## src/alms_regs.svh

```systemverilog
// register map, field positions, reset values and frame counts of the
// alarm mask and status block.
// assumes a 13-bit serial-port address and byte-wide registers.
`ifndef ALMS_REGS_SVH
`define ALMS_REGS_SVH

// ****************************************************************
// register addresses
// ****************************************************************
`define ALMS_ADDR_PLL1_MASK   13'h0070
`define ALMS_ADDR_GEN_MASK    13'h0071
`define ALMS_ADDR_ID_LOW      13'h0078
`define ALMS_ADDR_ID_MID      13'h0079
`define ALMS_ADDR_ID_HIGH     13'h007a
`define ALMS_ADDR_ALARM_RB    13'h007b
`define ALMS_ADDR_PLL1_STAT   13'h007c

// ****************************************************************
// field positions
// ****************************************************************
`define ALMS_P1_NEAR_LOCK     7
`define ALMS_P1_ACQUIRE       6
`define ALMS_P1_LOCKED        5
`define ALMS_P1_HOLDOVER      4
`define ALMS_P1_LOS_HI        3
`define ALMS_GEN_SYNC_REQ     4
`define ALMS_GEN_BOTH_LOCK    3
`define ALMS_GEN_PHASE        2
`define ALMS_GEN_SYSREF_SYNC  1
`define ALMS_GEN_PLL2_LOCK    0
`define ALMS_GEN_USED_MASK    8'h1f
`define ALMS_RB_ALARM         0

// ****************************************************************
// reset values
// ****************************************************************
`define ALMS_RST_PLL1_MASK    8'h00
`define ALMS_RST_GEN_MASK     8'h00

// ****************************************************************
// serial frame counts
// ****************************************************************
`define ALMS_INSTR_LAST       5'h0f
`define ALMS_BYTE_LAST        5'h07
// near lock when counter reaches limit / 16
`define ALMS_NEAR_SHIFT       4

`endif

```

## src/alms_pkg.sv

```systemverilog
// types of the alarm mask and status block.
// assumes alms_regs.svh is included by the design files that need it.
package alms_pkg;

  typedef logic [7:0]  alms_byte_t;
  typedef logic [12:0] alms_addr_t;

  typedef enum logic [1:0] {
    ALMS_IDLE,
    ALMS_INSTR,
    ALMS_WDATA,
    ALMS_RDATA
  } alms_phase_e;

  typedef struct packed {
    logic        sclk_q;
    alms_phase_e phase;
    logic [4:0]  bit_cnt;
    logic [15:0] shift;
    alms_addr_t  addr;
    alms_byte_t  rd_sh;
    logic        sdo;
    logic        sdo_en;
    alms_byte_t  pll1_mask;
    alms_byte_t  gen_mask;
    logic        alarm;
  } alms_top_s;

  typedef struct packed {
    logic near_lock;
    logic sync_req;
    logic both_lock;
    logic phase_ok;
    logic synced;
    logic pll2_lock;
  } alms_cond_s;

endpackage

```

## src/alms_cond.sv

```systemverilog
// condition derivation: near lock, sync request, sysref sync history.
// assumes all status inputs are synchronous to core_clk.
`timescale 1ns/1ps
`include "alms_regs.svh"

module alms_cond
  import alms_pkg::*;
(
  // clock and reset
  input  wire logic        core_clk,
  input  wire logic        rst,
  // pll status
  input  wire logic [15:0] pll1_lock_cnt,
  input  wire logic [15:0] pll1_lock_limit,
  input  wire logic        pll1_locked,
  input  wire logic        pll2_locked,
  input  wire logic        pll2_disabled,
  input  wire logic        dividers_synced,
  // sync events
  input  wire logic        ext_sync_pulse,
  input  wire logic        spi_sync_req,
  input  wire logic        sysref_phase_stable,
  // conditions
  output logic             near_lock,
  output logic             sync_req,
  output logic             both_lock,
  output logic             phase_ok,
  output logic             sysref_unsynced,
  output logic             pll2_lock
);

  alms_cond_s s_ff;
  alms_cond_s nxt_s;

  // ****************************************************************
  // next state
  // ****************************************************************
  always_comb begin
    nxt_s           = s_ff;
    nxt_s.near_lock = pll1_lock_cnt >=
                      (pll1_lock_limit >> `ALMS_NEAR_SHIFT);
    nxt_s.sync_req  = (pll2_locked | pll2_disabled) &
                      ~dividers_synced;
    nxt_s.both_lock = pll1_locked & pll2_locked;
    nxt_s.phase_ok  = sysref_phase_stable;
    // history only ever sets until reset
    if (ext_sync_pulse | spi_sync_req) begin
      nxt_s.synced  = 1'b1;
    end
    nxt_s.pll2_lock = pll2_locked;
  end

  always_ff @(posedge core_clk) begin
    if (rst) begin
      s_ff <= '0;
    end else begin
      s_ff <= nxt_s;
    end
  end

  assign near_lock       = s_ff.near_lock;
  assign sync_req        = s_ff.sync_req;
  assign both_lock       = s_ff.both_lock;
  assign phase_ok        = s_ff.phase_ok;
  assign sysref_unsynced = ~s_ff.synced;
  assign pll2_lock       = s_ff.pll2_lock;

endmodule

```

## src/alms_top.sv

```systemverilog
// alarm mask and status block with its serial-port register access.
// assumes sclk, sen_n and sdio are synchronous to core_clk and that sclk
// is slow enough for each level to last at least one core_clk cycle.
`timescale 1ns/1ps
`include "alms_regs.svh"

module alms_top
  import alms_pkg::*;
#(
  // arbitrary identifier value
  parameter logic [23:0] PRODUCT_ID = 24'h5a3c71
)
(
  // clock and reset
  input  wire logic        core_clk,
  input  wire logic        rst,
  // serial port
  input  wire logic        spi_sclk,
  input  wire logic        spi_sen_n,
  input  wire logic        sdio_in,
  output logic             sdio_out,
  output logic             sdio_oe,
  // pll1 status
  input  wire logic [15:0] pll1_lock_cnt,
  input  wire logic [15:0] pll1_lock_limit,
  input  wire logic        pll1_acquiring,
  input  wire logic        pll1_locked,
  input  wire logic        pll1_holdover,
  input  wire logic [3:0]  input_signal_lost,
  // pll2 and sync status
  input  wire logic        pll2_locked,
  input  wire logic        pll2_disabled,
  input  wire logic        dividers_synced,
  input  wire logic        ext_sync_pulse,
  input  wire logic        spi_sync_req,
  input  wire logic        sysref_phase_stable,
  // alarm
  output logic             alarm
);

  alms_top_s  s_ff;
  alms_top_s  nxt_s;
  alms_byte_t pll1_status;
  alms_byte_t gen_status;
  logic       alarm_c;
  logic       sclk_rise;
  logic       sclk_fall;
  logic [15:0] instr;
  alms_byte_t  wbyte;
  logic        near_lock;
  logic        sync_req;
  logic        both_lock;
  logic        phase_ok;
  logic        sysref_unsynced;
  logic        pll2_lock;

  // ****************************************************************
  // condition derivation
  // ****************************************************************
  alms_cond u_cond (
    .core_clk            (core_clk),
    .rst                 (rst),
    .pll1_lock_cnt       (pll1_lock_cnt),
    .pll1_lock_limit     (pll1_lock_limit),
    .pll1_locked         (pll1_locked),
    .pll2_locked         (pll2_locked),
    .pll2_disabled       (pll2_disabled),
    .dividers_synced     (dividers_synced),
    .ext_sync_pulse      (ext_sync_pulse),
    .spi_sync_req        (spi_sync_req),
    .sysref_phase_stable (sysref_phase_stable),
    .near_lock           (near_lock),
    .sync_req            (sync_req),
    .both_lock           (both_lock),
    .phase_ok            (phase_ok),
    .sysref_unsynced     (sysref_unsynced),
    .pll2_lock           (pll2_lock)
  );

  // ****************************************************************
  // status vectors and alarm
  // ****************************************************************
  always_comb begin
    pll1_status                        = 8'h00;
    pll1_status[`ALMS_P1_NEAR_LOCK]    = near_lock;
    pll1_status[`ALMS_P1_ACQUIRE]      = pll1_acquiring;
    pll1_status[`ALMS_P1_LOCKED]       = pll1_locked;
    pll1_status[`ALMS_P1_HOLDOVER]     = pll1_holdover;
    pll1_status[`ALMS_P1_LOS_HI:0]     = input_signal_lost;
    gen_status                         = 8'h00;
    gen_status[`ALMS_GEN_SYNC_REQ]     = sync_req;
    gen_status[`ALMS_GEN_BOTH_LOCK]    = both_lock;
    gen_status[`ALMS_GEN_PHASE]        = phase_ok;
    gen_status[`ALMS_GEN_SYSREF_SYNC]  = sysref_unsynced;
    gen_status[`ALMS_GEN_PLL2_LOCK]    = pll2_lock;
  end

  // each condition bit gated by the mask bit at the same position
  assign alarm_c =
    |(pll1_status & s_ff.pll1_mask) |
    |(gen_status & s_ff.gen_mask);
  // pll1 mask [3:0] gates input_signal_lost[3:0]
  // general mask [0] gates pll2 lock

  // ****************************************************************
  // register read decode
  // ****************************************************************
  function automatic alms_byte_t reg_read(
    input alms_addr_t addr,
    input alms_byte_t p1_mask,
    input alms_byte_t g_mask,
    input logic       alm,
    input alms_byte_t p1_stat
  );
    alms_byte_t d;
    d = 8'h00;
    unique case (addr)
      `ALMS_ADDR_PLL1_MASK: d = p1_mask;
      `ALMS_ADDR_GEN_MASK:  d = g_mask;
      `ALMS_ADDR_ID_LOW:    d = PRODUCT_ID[7:0];
      `ALMS_ADDR_ID_MID:    d = PRODUCT_ID[15:8];
      `ALMS_ADDR_ID_HIGH:   d = PRODUCT_ID[23:16];
      `ALMS_ADDR_ALARM_RB:  d[`ALMS_RB_ALARM] = alm;
      `ALMS_ADDR_PLL1_STAT: d = p1_stat;
      default:              d = 8'h00;
    endcase
    return d;
  endfunction

  // ****************************************************************
  // serial port and register file
  // ****************************************************************
  assign sclk_rise = spi_sclk & ~s_ff.sclk_q;
  assign sclk_fall = ~spi_sclk & s_ff.sclk_q;
  assign instr     = {s_ff.shift[14:0], sdio_in};
  assign wbyte     = {s_ff.shift[6:0], sdio_in};

  always_comb begin
    nxt_s        = s_ff;
    nxt_s.sclk_q = spi_sclk;
    nxt_s.alarm  = alarm_c;
    if (spi_sen_n) begin
      nxt_s.phase   = ALMS_IDLE;
      nxt_s.bit_cnt = 5'h00;
      nxt_s.sdo_en  = 1'b0;
      nxt_s.sdo     = 1'b0;
    end else begin
      unique case (s_ff.phase)
        ALMS_IDLE: begin
          nxt_s.phase   = ALMS_INSTR;
          nxt_s.bit_cnt = 5'h00;
        end
        ALMS_INSTR: begin
          if (sclk_rise) begin
            nxt_s.shift   = instr;
            nxt_s.bit_cnt = s_ff.bit_cnt + 5'h01;
            if (s_ff.bit_cnt == `ALMS_INSTR_LAST) begin
              nxt_s.bit_cnt = 5'h00;
              nxt_s.addr    = instr[12:0];
              if (instr[15]) begin
                nxt_s.phase  = ALMS_RDATA;
                nxt_s.sdo_en = 1'b1;
                nxt_s.rd_sh  = reg_read(instr[12:0], s_ff.pll1_mask,
                                        s_ff.gen_mask, s_ff.alarm,
                                        pll1_status);
              end else begin
                nxt_s.phase  = ALMS_WDATA;
              end
            end
          end
        end
        ALMS_WDATA: begin
          if (sclk_rise) begin
            nxt_s.shift   = instr;
            nxt_s.bit_cnt = s_ff.bit_cnt + 5'h01;
            if (s_ff.bit_cnt == `ALMS_BYTE_LAST) begin
              nxt_s.bit_cnt = 5'h00;
              nxt_s.addr    = s_ff.addr - 13'h0001;
              // read-only addresses fall through untouched
              if (s_ff.addr == `ALMS_ADDR_PLL1_MASK) begin
                nxt_s.pll1_mask = wbyte;
              end else if (s_ff.addr == `ALMS_ADDR_GEN_MASK) begin
                nxt_s.gen_mask  = wbyte & `ALMS_GEN_USED_MASK;
              end
            end
          end
        end
        ALMS_RDATA: begin
          if (sclk_fall) begin
            nxt_s.sdo   = s_ff.rd_sh[7];
            nxt_s.rd_sh = {s_ff.rd_sh[6:0], 1'b0};
          end
          if (sclk_rise) begin
            nxt_s.bit_cnt = s_ff.bit_cnt + 5'h01;
            if (s_ff.bit_cnt == `ALMS_BYTE_LAST) begin
              nxt_s.bit_cnt = 5'h00;
              nxt_s.addr    = s_ff.addr - 13'h0001;
              nxt_s.rd_sh   = reg_read(s_ff.addr - 13'h0001,
                                       s_ff.pll1_mask, s_ff.gen_mask,
                                       s_ff.alarm, pll1_status);
            end
          end
        end
      endcase
    end
  end

  always_ff @(posedge core_clk) begin
    if (rst) begin
      s_ff           <= '0;
      s_ff.pll1_mask <= `ALMS_RST_PLL1_MASK;
      s_ff.gen_mask  <= `ALMS_RST_GEN_MASK;
    end else begin
      s_ff <= nxt_s;
    end
  end

  // ****************************************************************
  // outputs
  // ****************************************************************
  assign sdio_out = s_ff.sdo;
  assign sdio_oe  = s_ff.sdo_en;
  assign alarm    = s_ff.alarm;

endmodule

```

## config.mk

```make
export PLATFORM = sky130hd
export DESIGN_NAME = alms_top
export DESIGN_NICKNAME = d
export VERILOG_FILES = /design/src/alms_pkg.sv /design/src/alms_cond.sv /design/src/alms_top.sv
export VERILOG_INCLUDE_DIRS = /design/src
export SDC_FILE = /design/constraint.sdc
export NUM_CORES = 1
export LEC_CHECK = 0
export BUFFER_PORTS_ARGS = -buffer_cell sky130_fd_sc_hd__buf_2
export CORE_ASPECT_RATIO = 1.25
export CORE_UTILIZATION = 35
export CTS_CLUSTER_DIAMETER = 30
export DETAILED_ROUTE_END_ITERATION = 8
export MAX_ROUTING_LAYER = met4
export PLACE_DENSITY = 0.56
export SLEW_MARGIN = 25
export SYNTH_ARGS = -nofsm -noshare
export SYNTH_HDL_FRONTEND = slang
export SYNTH_SLANG_ARGS = --single-unit
```

## constraint.sdc

```tcl
create_clock -name core_clk -period 6.6 [get_ports core_clk]
set_clock_uncertainty 0.1 [all_clocks]
set_input_delay 0.66 -clock core_clk [delete_from_list [all_inputs] [get_ports core_clk]]
set_output_delay 0.66 -clock core_clk [all_outputs]
set_load 0.05 [all_outputs]
```

==> Yosys cells after proc, flatten, opt, wreduce, memory -nomap -nowiden <==
Index checks and enable logic that the tools add are counted.
{ "word_totals": {"reg_bits": 66, "elab_cells": 101} }
{ "classes": {"n_addsub": 2, "order_cmp": 1, "eq_ne": 28, "n_mux": 21, "n_bitwise": 15, "reduce_logical": 17} }
{ "op_table": {"columns": ["cell", "n"], "rows": [
  ["equality test 13 x 7 -> 1 bit, second input constant", 16],
  ["case mux 7 bit (6 select lines)", 2],
  ["2-to-1 mux 21 bit", 3],
  ["2-to-1 mux 44 bit", 1],
  ["case mux 13 bit (3 select lines)", 1],
  ["2-to-1 mux 34 bit", 1],
  ["case mux 15 bit (2 select lines)", 1],
  ["case mux 5 bit (4 select lines)", 1],
  [">= comparator 16 x 12 -> 1 bit", 1],
  ["case mux 8 bit (2 select lines)", 1],
  ["OR reduction 8 bit", 2],
  ["inequality test 2 bit, second input constant", 7],
  ["2-to-1 mux 13 bit", 1],
  ["subtractor 13 x 1 -> 13 bit, second input constant", 1],
  ["2-to-1 mux 5 bit", 2],
  ["case mux 1 bit (5 select lines)", 2],
  ["AND reduction 5 bit", 2],
  ["2-to-1 mux 9 bit", 1],
  ["bitwise AND 8 bit", 1],
  ["2-to-1 mux 8 bit", 1],
  ["AND reduction 4 bit", 2],
  ["AND reduction 8 bit", 1],
  ["2-to-1 mux 7 bit", 1],
  ["NOT 1 bit", 6],
  ["other kinds (17)", 26]
]} }

==> Depth between registers and ports, before layout <==
Gate-level depths: netlist of run 1.
{ "logic_depth": {"word_depth": 6, "depth_mapped": 11, "mapped_depth_nobuf": 10} }

==> By module <==
A second synthesis of run 1 with hierarchy kept.
{ "hier_totals": {"hier_cells": 546, "hier_area_um2": 4389.2} }
{ "by_module_without_submodules": {"columns": ["mod", "n_inst", "cells_each", "area_each_um2", "seq_area_each_um2"], "rows": [
  ["alms_top", 1, 489, 3920.0, 1201.2],
  ["alms_cond", 1, 57, 469.2, 120.1]
]} }

==> Least setup slack after synthesis of run 1 <==
No wires, ideal clock.
{ "synth_timing": {"path_kind": "register -> register", "from": "reg s_ff[27] in the netlist's numbering", "to": "reg s_ff[22] in the netlist's numbering", "setup_time_ps": 103, "arrival_ps": 2407, "required_time_ps": 6397, "slack_ps": 3990, "path_stages_with_launch": 10, "path_buffers": 1, "synth_period_minus_slack_ps": 2610, "path_cell_list": "dfxtp_1 inv_1 ha_1 or3b_1 buf_6 nor4b_1 o21ai_1 a221oi_4 a41oi_2 a2111oi_2"} }
{ "synth_via": {"elab_chain_cells": 6, "word_cells_on_any_way": 11, "classes_between": "add/sub (1); eq/ne (6); mux (4)"} }
{ "synth_rtl": {"columns": ["element", "line", "text"], "rows": [
  ["start: declaration", "alms_top.sv:41", "alms_top_s s_ff;"],
  ["start signal: assignment", "alms_top.sv:214", "s_ff <= nxt_s;"],
  ["subtractor 13 x 1 -> 13 bit (*)", "alms_top.sv:198", "nxt_s.rd_sh = reg_read(s_ff.addr - 13'h0001,"],
  ["equality test 13 x 7 -> 1 bit", "alms_top.sv:117", "unique case (addr)"],
  ["case mux 7 bit (6 select lines) (*)", "alms_top.sv:117", null],
  ["2-to-1 mux 21 bit (*)", "alms_top.sv:195", "if (s_ff.bit_cnt == `ALMS_BYTE_LAST) begin"],
  ["2-to-1 mux 21 bit (*)", "alms_top.sv:193", "if (sclk_rise) begin"],
  ["case mux 8 bit (2 select lines) (*)", "alms_top.sv:148", "unique case (s_ff.phase)"]
]} }
Every way passes the cells marked *; elsewhere a longest branch is shown, timed or not. The select of a mux whose other input is x is not followed.
A chain may end at the register's enable or synchronous reset.

==> Worst setup path after layout of run 1 <==
Ends and elaborated chain as after synthesis.

==> run_results.csv, run 1 <==
group,metric,value,unit
floorplan,floorplan.io_pins,53,
synthesis,post_synth_num_cell_types,73,
final_layout,layout_common_cells,"sky130_fd_sc_hd__nor2_1, sky130_fd_sc_hd__dfxtp_1, sky130_fd_sc_hd__buf_2",
final_layout,num_antenna_cells,0,
global_route,grt_max_degree,60,
timing,slew-limit-headroom,42.7,%
placement,numPortBuffers,48,
placement,dpl.hpwl,8110,µm
clock_network,cts.hold.buffers_added,0,
final_layout,finalNetCount,634,
clock_network,cts_buffer_depth,2,
detailed_routing,remaining_drc_errors,0,
synthesis,synth_nets,605,
final_layout,area_used_by_multi_input_combinational_logic,2800,µm²
final_layout,fill_cells,1289,
timing,post-route-min-period,3.07,ns
synthesis,synth-warning-count,0,
floorplan,die_w,102,µm
setup_path,worst_setup_path_end_kind,"flop",
timing,final_hold_viol_count,0,
timing,final_min_period_over_clock_period,46.5,%
final_layout,layout_commonest_cell,"sky130_fd_sc_hd__nor2_1",
synthesis,synth_seq_cells,66,
timing,timing.setup.tns,0,ns
synthesis,synth-edff-count,0,
worst_hold_path,timing.hold.worst.class,"in -> reg",
setup_path,worst-path-max-fanout,9,
power_and_ir_drop,vdd_drop_max,0.0000843,V
detailed_routing,route.detailed.wl_per_inst,15.6,µm
floorplan,die_height,127,µm
placement,gp_routability_congestion,0.880,
timing,clock.fmax,326,MHz
clock_network,cts.reportedPaths.clkPinSlew,0.06,ns
synthesis,synth_sequential_area_ratio,30.0,%
setup_path,setup.worst_path.class,"reg -> reg",
timing,slew_violations,0,
job,max-cap-violations,0,
global_route,globalRoute.totalOverflow,0,
power_and_ir_drop,total_leakage_power,2.07,nW
synthesis,synth_area_per_inst,8.29,µm²
setup_path,worstPathArrival,3.20,ns
timing,tightestPinTransition,0.858,ns
detailed_routing,detailedRoute.firstPassIterationCount,5,
setup_path,critical_path_required,6.73,ns
global_route,grt_first_pass_wirelength,19100,µm
detailed_routing,dr_total_vias,4087,
global_route,grt_usage,19.1,%
global_route,initial_antenna_violation_count,0,
final_layout,layout_overhead_on_the_synthesized_area,13.1,%
synthesis,synth.cell_area,4400,µm²
timing,final-setup-viol-count,0,
detailed_routing,detail-route-antenna-nets,0,
floorplan,site_rows,45,
floorplan,floorplan.die_area,13000,µm²
synthesis,async_flop_share,0,%
floorplan,start_util,36.0,%
detailed_routing,violation_count_after_the_first_detailed_routing_iteration,205,
detailed_routing,route.detailed.vias_per_inst,5.61,
synthesis,postSynthCellCount,531,
clock_network,clkSinkCount,66,
power_and_ir_drop,powerDensity,200,nW/µm²
final_layout,fraction_of_layout_cells_with_a_size_suffix_above_1,17.3,%
clock_network,ctsResizeCount,0,
run_status,status,"completed",
floorplan,core_area,12200,µm²
global_route,first_global_vias,3887,
clock_network,tritoncts,"done",
setup_path,worst_setup_path_start_kind,"flop",
detailed_routing,wl,11400,µm
clock_network,count_of_buffers_added_by_post_cts_timing_repair_for_setup,0,
power_and_ir_drop,totalPowerFinal,998,µW
clock_network,insertion_delay_to_the_later_sink_of_the_worst_skew_pair,0.34,ns
final_layout,footprint_of_the_flip_flops_and_latches,1320,µm²
synthesis,ys_dominant_reg_cell,"sky130_fd_sc_hd__dfxtp_1",
clock_network,cts_root_buffer,"sky130_fd_sc_hd__clkbuf_16",
clock_network,cts_made_buffers,9,
timing,rsz0062_at_grt,"false",
clock_network,htreeDepth,3,
[kinds of logic after synthesis]
kind of cell / synth area share, %
XOR/XNOR: 1.39
flip-flops: 30.0
buffers and inverters: 6.39
multiplexers: 9.15
AND/OR/NAND/NOR: 22.6
AO/OA/AOI/OAI: 23.5
adder cells (fa/ha/maj): 7.05
[synthesized netlist by cell type, types with 11 or more instances]
master | instances | area share, %
sky130_fd_sc_hd__a21oi_1 | 23 | 2.6
sky130_fd_sc_hd__nor2_1 | 74 | 6.3
sky130_fd_sc_hd__ha_1 | 24 | 6.8
sky130_fd_sc_hd__o21ai_0 | 38 | 4.3
sky130_fd_sc_hd__inv_1 | 22 | 1.9
sky130_fd_sc_hd__nand2_1 | 27 | 2.3
sky130_fd_sc_hd__mux2i_1 | 29 | 6.6
sky130_fd_sc_hd__nor3_1 | 16 | 1.8
sky130_fd_sc_hd__clkbuf_1 | 24 | 2.0
sky130_fd_sc_hd__dfxtp_1 | 66 | 30
sky130_fd_sc_hd__o211ai_1 | 11 | 1.9
[path summary, 6_finish.rpt]
check | start | to | slack [ns] | depth (start not counted)
worst min register to register | instr[14] | instr[14] | 0.39 | 2
worst max-delay path | s_ff[27] | s_ff[22] | 3.53 | 8
worst max register to register | s_ff[27] | s_ff[22] | 3.53 | 8
worst min-delay path | dividers_synced | u_cond.sync_req | 0.39 | 2
[area by class of cell]
type                            count  share of cell area (%)
Multi-Input combinational cell    408                    56.3
Sequential cell                    66                    26.5
Timing Repair Buffer               53                    5.65
Clock buffer                       11                    4.67
Tap cell                          164                    4.12
Inverter                           22                    1.66
Clock inverter                      5                    1.10
[per-layer routing]
layer	vias to the layer above	global-route usage, %	share of wire, %	routed length [µm]
li1	2004	-	-	-
met1	1970	22.9	45	5150
met2	94	31.2	49	5590
met3	19	2.46	3.3	373
met4	0	9.75	2.3	263
met5	-	-	0	0
[per-stage QoR]
stage          setup slack [ns]  cell area (µm²)  util [%]  hold slack (ns)  std cells
2_1_floorplan              3.99             4400         -            0.340        531
3_3_place_gp               3.62             4680      38.3            0.362        712
3_5_place_dp               3.54             4680      38.3            0.382        712
4_1_cts                    3.53             4970      40.7            0.383        728
5_1_grt                    3.28             4980      40.8            0.391        729
6_report                   3.53             4980      40.8            0.387        729
[where the power goes]
group / internal [mW] / total (mW) / switching [mW]
Combinational: 0.0509 / 0.119 / 0.0681
Sequential: 0.405 / 0.414 / 0.00898
Clock: 0.291 / 0.466 / 0.175
Total: 0.746 / 0.998 / 0.252
[sequential cells by signal, indices dropped and copies added, names as in the netlist]
signal and flops:
s_ff 42, instr 15, alarm 1, sdio_oe 1, sdio_out 1, u_cond.both_lock 1, u_cond.near_lock 1, u_cond.phase_ok 1
u_cond.pll2_lock 1, u_cond.s_ff 1, u_cond.sync_req 1
[critical path, cell delays in order, from the launching register on]
cell and delay (ns):
sky130_fd_sc_hd__dfxtp_1 0.52, sky130_fd_sc_hd__inv_1 0.14, sky130_fd_sc_hd__ha_1 0.30, sky130_fd_sc_hd__or3b_1 0.38
sky130_fd_sc_hd__nand4_1 0.15, sky130_fd_sc_hd__a211o_4 0.38, sky130_fd_sc_hd__a221oi_2 0.43, sky130_fd_sc_hd__a21oi_1 0.17
sky130_fd_sc_hd__a2111oi_2 0.38
(Power assumes the default switching activity.)
==> run 2: changes to the inputs <==
PLACE_DENSITY = 0.57   (was 0.56)
clock period = 2.8 ns   (was 6.6 ns; I/O delays follow)
==> run 2 against run 1 <==
Final cell count is 3.2% higher; hold slack worse by 0.37 ns; critical endpoint unchanged; global-route usage increased by 0.75 points; first-iteration DRC count rose by 32%; routed wire length up 3.4%.
==> run_results.csv, run 2 (synthesis results as in run 1) <==
group,metric,value,unit
floorplan,die_height,127,µm
floorplan,core_area,12200,µm²
clock_network,count_of_buffers_added_by_post_cts_timing_repair_for_setup,0,
final_layout,area_used_by_multi_input_combinational_logic,2800,µm²
setup_path,worstPathArrival,2.75,ns
clock_network,cts.hold.buffers_added,0,
final_layout,regMostFlops,"s_ff",
timing,clock.fmax,382,MHz
job,max-cap-violations,0,
timing,post-route-min-period,2.62,ns
final_layout,layout_commonest_cell,"sky130_fd_sc_hd__nor2_1",
clock_network,cts_root_buffer,"sky130_fd_sc_hd__clkbuf_16",
final_layout,num_antenna_cells,0,
timing,tightestPinTransition,0.671,ns
detailed_routing,violation_count_after_the_first_detailed_routing_iteration,271,
placement,placed_area,4860,µm²
timing,rsz0062_at_grt,"false",
setup_path,worst_setup_path_end_kind,"flop",
setup_path,worst-path-max-fanout,7,
timing,final_hold_viol_count,0,
detailed_routing,detail-route-antenna-nets,0,
detailed_routing,detailedRoute.firstPassIterationCount,4,
worst_hold_path,timing.hold.worst.class,"in -> reg",
setup_path,worst_r2r_path_depth,8,
floorplan,floorplan.die_area,13000,µm²
final_layout,layout_overhead_on_the_synthesized_area,17.4,%
clock_network,cts_made_buffers,9,
placement,dpl.hpwl,8640,µm
detailed_routing,route.detailed.vias_per_inst,5.45,
setup_path,setup.worst_path.class,"reg -> reg",
final_layout,layout_common_cells,"sky130_fd_sc_hd__nor2_1, sky130_fd_sc_hd__dfxtp_1, sky130_fd_sc_hd__buf_2",
worst_hold_path,holdCritStartpoint,"dividers_synced",
final_layout,fraction_of_layout_cells_with_a_size_suffix_above_1,20.7,%
floorplan,die_w,102,µm
final_layout,fill_cells,1249,
setup_path,crit-reg2reg-launch,"s_ff[27]",
power_and_ir_drop,vdd_drop_max,0.000217,V
placement,gp_routability_congestion,0.862,
setup_path,r2r_setup_slack,0.18,ns
global_route,initial_antenna_violation_count,0,
global_route,grt_usage,19.9,%
global_route,globalRoute.totalOverflow,0,
clock_network,ctsResizeCount,0,
timing,slew-limit-headroom,55.2,%
floorplan,site_rows,45,
global_route,grt_max_degree,36,
final_layout,finalNetCount,657,
timing,hold_slack,0.0129,ns
placement,placed_insts,736,
final_layout,postLayoutCoreUtil,42.3,%
power_and_ir_drop,total_leakage_power,2.20,nW
clock_network,htreeDepth,3,
final_layout,largest_register_ffs,42,
detailed_routing,wl,11800,µm
timing,final_min_period_over_clock_period,93.6,%
floorplan,floorplan.io_pins,53,
setup_path,worst_setup_path_start_kind,"flop",
worst_hold_path,min_delay_path_depth,2,
global_route,first_global_vias,4025,
setup_path,worst_r2r_endpoint,"s_ff[22]",
detailed_routing,dr_total_vias,4096,
timing,final-setup-viol-count,0,
power_and_ir_drop,powerDensity,472,nW/µm²
final_layout,final_area,5170,µm²
timing,slew_violations,0,
floorplan,start_util,36.0,%
clock_network,cts_buffer_depth,2,
detailed_routing,route.detailed.wl_per_inst,15.6,µm
final_layout,footprint_of_the_flip_flops_and_latches,1320,µm²
global_route,grt_first_pass_wirelength,19900,µm
clock_network,cts.reportedPaths.clkPinSlew,0.05,ns
placement,numPortBuffers,48,
run_status,status,"completed",
final_layout,finish.cell_count_without_fillers,752,
detailed_routing,remaining_drc_errors,0,
setup_path,critical_path_required,2.93,ns
clock_network,insertion_delay_to_the_later_sink_of_the_worst_skew_pair,0.34,ns
clock_network,clkSinkCount,66,
worst_hold_path,min_delay_worst_endpoint,"u_cond.sync_req",
clock_network,tritoncts,"done",
timing,timing.setup.tns,0,ns
## run 2: cell types whose count changed in the layout (fill, tap and decap cells not counted), sizes merged
| cell | previous run | this run |
|---|---|---|
| buf | 53 | 76 |
| clkbuf | 11 | 12 |
| clkinv | 2 | 1 |
## run 2: how the worst max path moves through the flow
stage | startpoint | endpoint | slack [ns] | cells past startpoint
floorplan | s_ff[27] | s_ff[22] | 0.19 | 9
global placement | s_ff[27] | s_ff[22] | 0.23 | 8
detailed placement | s_ff[27] | s_ff[22] | 0.20 | 8
CTS | s_ff[27] | s_ff[22] | 0.17 | 8
global route | s_ff[56] | s_ff[20] | 0.007 | 11
finish | s_ff[27] | s_ff[22] | 0.18 | 8
## run 2: metal layers
layer / GRT usage (%) / share of wire [%] / up-vias
met4: 7.82 / 1.5 / 0
met2: 32.4 / 48 / 74
met5: - / 0 / -
met1: 24.7 / 47 / 1958
li1: - / - / 2049
met3: 2.63 / 3.1 / 15
## run 2: metrics by stage
stage	setup WS, ns	power [mW]
CTS	0.167	2.46
global route	0.00738	2.54
detailed placement	0.202	1.30
global placement	0.234	1.30
finish	0.179	2.44
floorplan	0.190	1.20
## run 2: worst max-delay path, stage by stage, from the launching register on
cell                        delay (ns)
sky130_fd_sc_hd__dfxtp_1          0.31
sky130_fd_sc_hd__inv_1            0.10
sky130_fd_sc_hd__ha_1             0.19
sky130_fd_sc_hd__or3b_1           0.48
sky130_fd_sc_hd__nor4b_1          0.29
sky130_fd_sc_hd__o21ai_1          0.20
sky130_fd_sc_hd__a221oi_2         0.37
sky130_fd_sc_hd__a21oi_1          0.14
sky130_fd_sc_hd__a2111oi_2        0.35
## run 2: area by class of cell
cell class	instances	share of cell area, %
Timing Repair Buffer	76	8.71
Multi-Input combinational cell	408	54.2
Clock buffer	12	4.96
Inverter	22	1.60
Tap cell	164	3.97
Sequential cell	66	25.6
Clock inverter	4	0.968
## run 2: power breakdown
part	switching, mW	total [mW]	internal [mW]
Clock	0.419	1.16	0.736
Combinational	0.173	0.314	0.141
Sequential	0.0170	0.970	0.953
==> run 3: changes to the inputs <==
PLACE_DENSITY = 0.56   (was 0.57)
clock period = 2.9 ns   (was 2.8 ns; I/O delays follow)
==> run 3 against run 2 <==
Cell area is 0.92% lower; global-route usage is 0.31 points lower; total power is 4.6% lower; sequential power is 3.3% lower; count of clock-buffer cells in the layout is 2 higher; maximum frequency is 1.8% lower; highest routed layer unchanged; critical path type unchanged; largest power group unchanged; combinational power is 5% lower; via count hardly changed; final cell count is 0.66% lower.
==> run_results.csv, run 3 (synthesis results as in run 1) <==
group,metric,value,unit
timing,post-route-min-period,2.67,ns
timing,final_min_period_over_clock_period,92.0,%
setup_path,critical_path_required,3.02,ns
global_route,grt_first_pass_wirelength,19500,µm
timing,tightestPinTransition,0.727,ns
setup_path,crit_path_top_delay_cell,"sky130_fd_sc_hd__or3b_1",
global_route,initial_antenna_violation_count,0,
clock_network,count_of_buffers_added_by_post_cts_timing_repair_for_setup,0,
detailed_routing,route.detailed.wl_per_inst,15.8,µm
timing,final_hold_viol_count,0,
setup_path,worst-path-max-fanout,7,
placement,dpl.hpwl,8680,µm
global_route,grt_usage,19.6,%
floorplan,start_util,36.0,%
final_layout,layout_common_cells,"sky130_fd_sc_hd__nor2_1, sky130_fd_sc_hd__dfxtp_1, sky130_fd_sc_hd__buf_2",
placement,placed_insts,731,
power_and_ir_drop,total_leakage_power,2.17,nW
detailed_routing,detail-route-antenna-nets,0,
global_route,grt_max_degree,33,
timing,clock.fmax,375,MHz
power_and_ir_drop,vdd_drop_max,0.000192,V
floorplan,floorplan.die_area,13000,µm²
placement,numPortBuffers,48,
setup_path,setup.worst_path.class,"reg -> reg",
floorplan,floorplan.io_pins,53,
detailed_routing,wl,11800,µm
final_layout,num_antenna_cells,0,
run_status,status,"completed",
final_layout,postLayoutCoreUtil,41.9,%
global_route,first_global_vias,3949,
timing,slew_violations,0,
detailed_routing,remaining_drc_errors,0,
final_layout,finish.cell_count_without_fillers,747,
placement,gp_routability_congestion,0.897,
detailed_routing,detailedRoute.firstPassIterationCount,4,
timing,slew-limit-headroom,51.5,%
setup_path,cp_num_buf_inv,1,
final_layout,layout_overhead_on_the_synthesized_area,16.3,%
timing,hold_slack,0.0264,ns
timing,timing.setup.tns,0,ns
floorplan,die_height,127,µm
clock_network,cts.reportedPaths.clkPinSlew,0.05,ns
job,max-cap-violations,0,
clock_network,insertion_delay_to_the_later_sink_of_the_worst_skew_pair,0.33,ns
final_layout,regMostFlops,"s_ff",
clock_network,clkSinkCount,66,
clock_network,cts_buffer_depth,2,
floorplan,core_area,12200,µm²
final_layout,finalNetCount,652,
detailed_routing,route.detailed.vias_per_inst,5.49,
final_layout,layout_commonest_cell,"sky130_fd_sc_hd__nor2_1",
clock_network,ctsResizeCount,0,
setup_path,worstPathArrival,2.79,ns
setup_path,worst_setup_path_start_kind,"flop",
worst_hold_path,timing.hold.worst.class,"in -> reg",
global_route,globalRoute.totalOverflow,0,
timing,rsz0062_at_grt,"false",
setup_path,timing.critical_path.max_delay_family,"compound AO/OA/AOI/OAI gates",
clock_network,cts.hold.buffers_added,0,
floorplan,die_w,102,µm
timing,final-setup-viol-count,0,
clock_network,cts_made_buffers,9,
detailed_routing,violation_count_after_the_first_detailed_routing_iteration,250,
clock_network,cts_root_buffer,"sky130_fd_sc_hd__clkbuf_16",
power_and_ir_drop,powerDensity,454,nW/µm²
final_layout,fraction_of_layout_cells_with_a_size_suffix_above_1,19.6,%
setup_path,path_cells,"inv_1 -> ha_1 -> or3b_1 -> nor4b_1 -> o21ai_1 -> a221oi_4 -> a41oi_2 -> a2111oi_2",
setup_path,worst_setup_path_end_kind,"flop",
clock_network,htreeDepth,3,
clock_network,tritoncts,"done",
setup_path,worst_path_largest_cell_delay,0.48,ns
floorplan,site_rows,45,
detailed_routing,dr_total_vias,4100,
final_layout,largest_register_ffs,42,
run 3: cell type report:
cell class                      count  area (µm²)
Fill cell                        1263        7100
Multi-Input combinational cell    408        2800
Sequential cell                    66        1320
Timing Repair Buffer               71         413
Clock buffer                       14         264
Tap cell                          164         205
Inverter                           22        82.6
Clock inverter                      2        35.0
run 3: through the flow:
stage	instance area, µm²	worst slack (ns)	total power, mW
6_report	5120	0.232	2.33
5_1_grt	5120	0.0773	2.43
4_1_cts	5120	0.212	2.35
3_5_place_dp	4820	0.231	1.25
3_3_place_gp	4820	0.276	1.25
2_1_floorplan	4400	0.290	1.16
run 3: final timing paths:
kind	start	endpoint	slack [ns]	depth (start not counted)
worst max register to register	s_ff[27]	s_ff[22]	0.23	8
worst min register to register	sdio_oe	sdio_oe	0.38	2
worst min-delay path	dividers_synced	u_cond.sync_req	0.03	2
worst max-delay path	s_ff[27]	s_ff[22]	0.23	8
run 3: per-layer routing:
metal,part of all wire [%],vias to the layer above,track usage (%)
met5,0,-,-
met1,45,1937,23.0
met3,3.9,22,3.67
li1,-,2045,-
met4,2.2,0,7.73
met2,49,96,32.6
run 3: report_power, final:
part           switching [mW]  internal, mW  total [mW]
clock network           0.380         0.712        1.09
registers              0.0168         0.921       0.938
logic                   0.168         0.131       0.299
total                   0.565          1.76        2.33
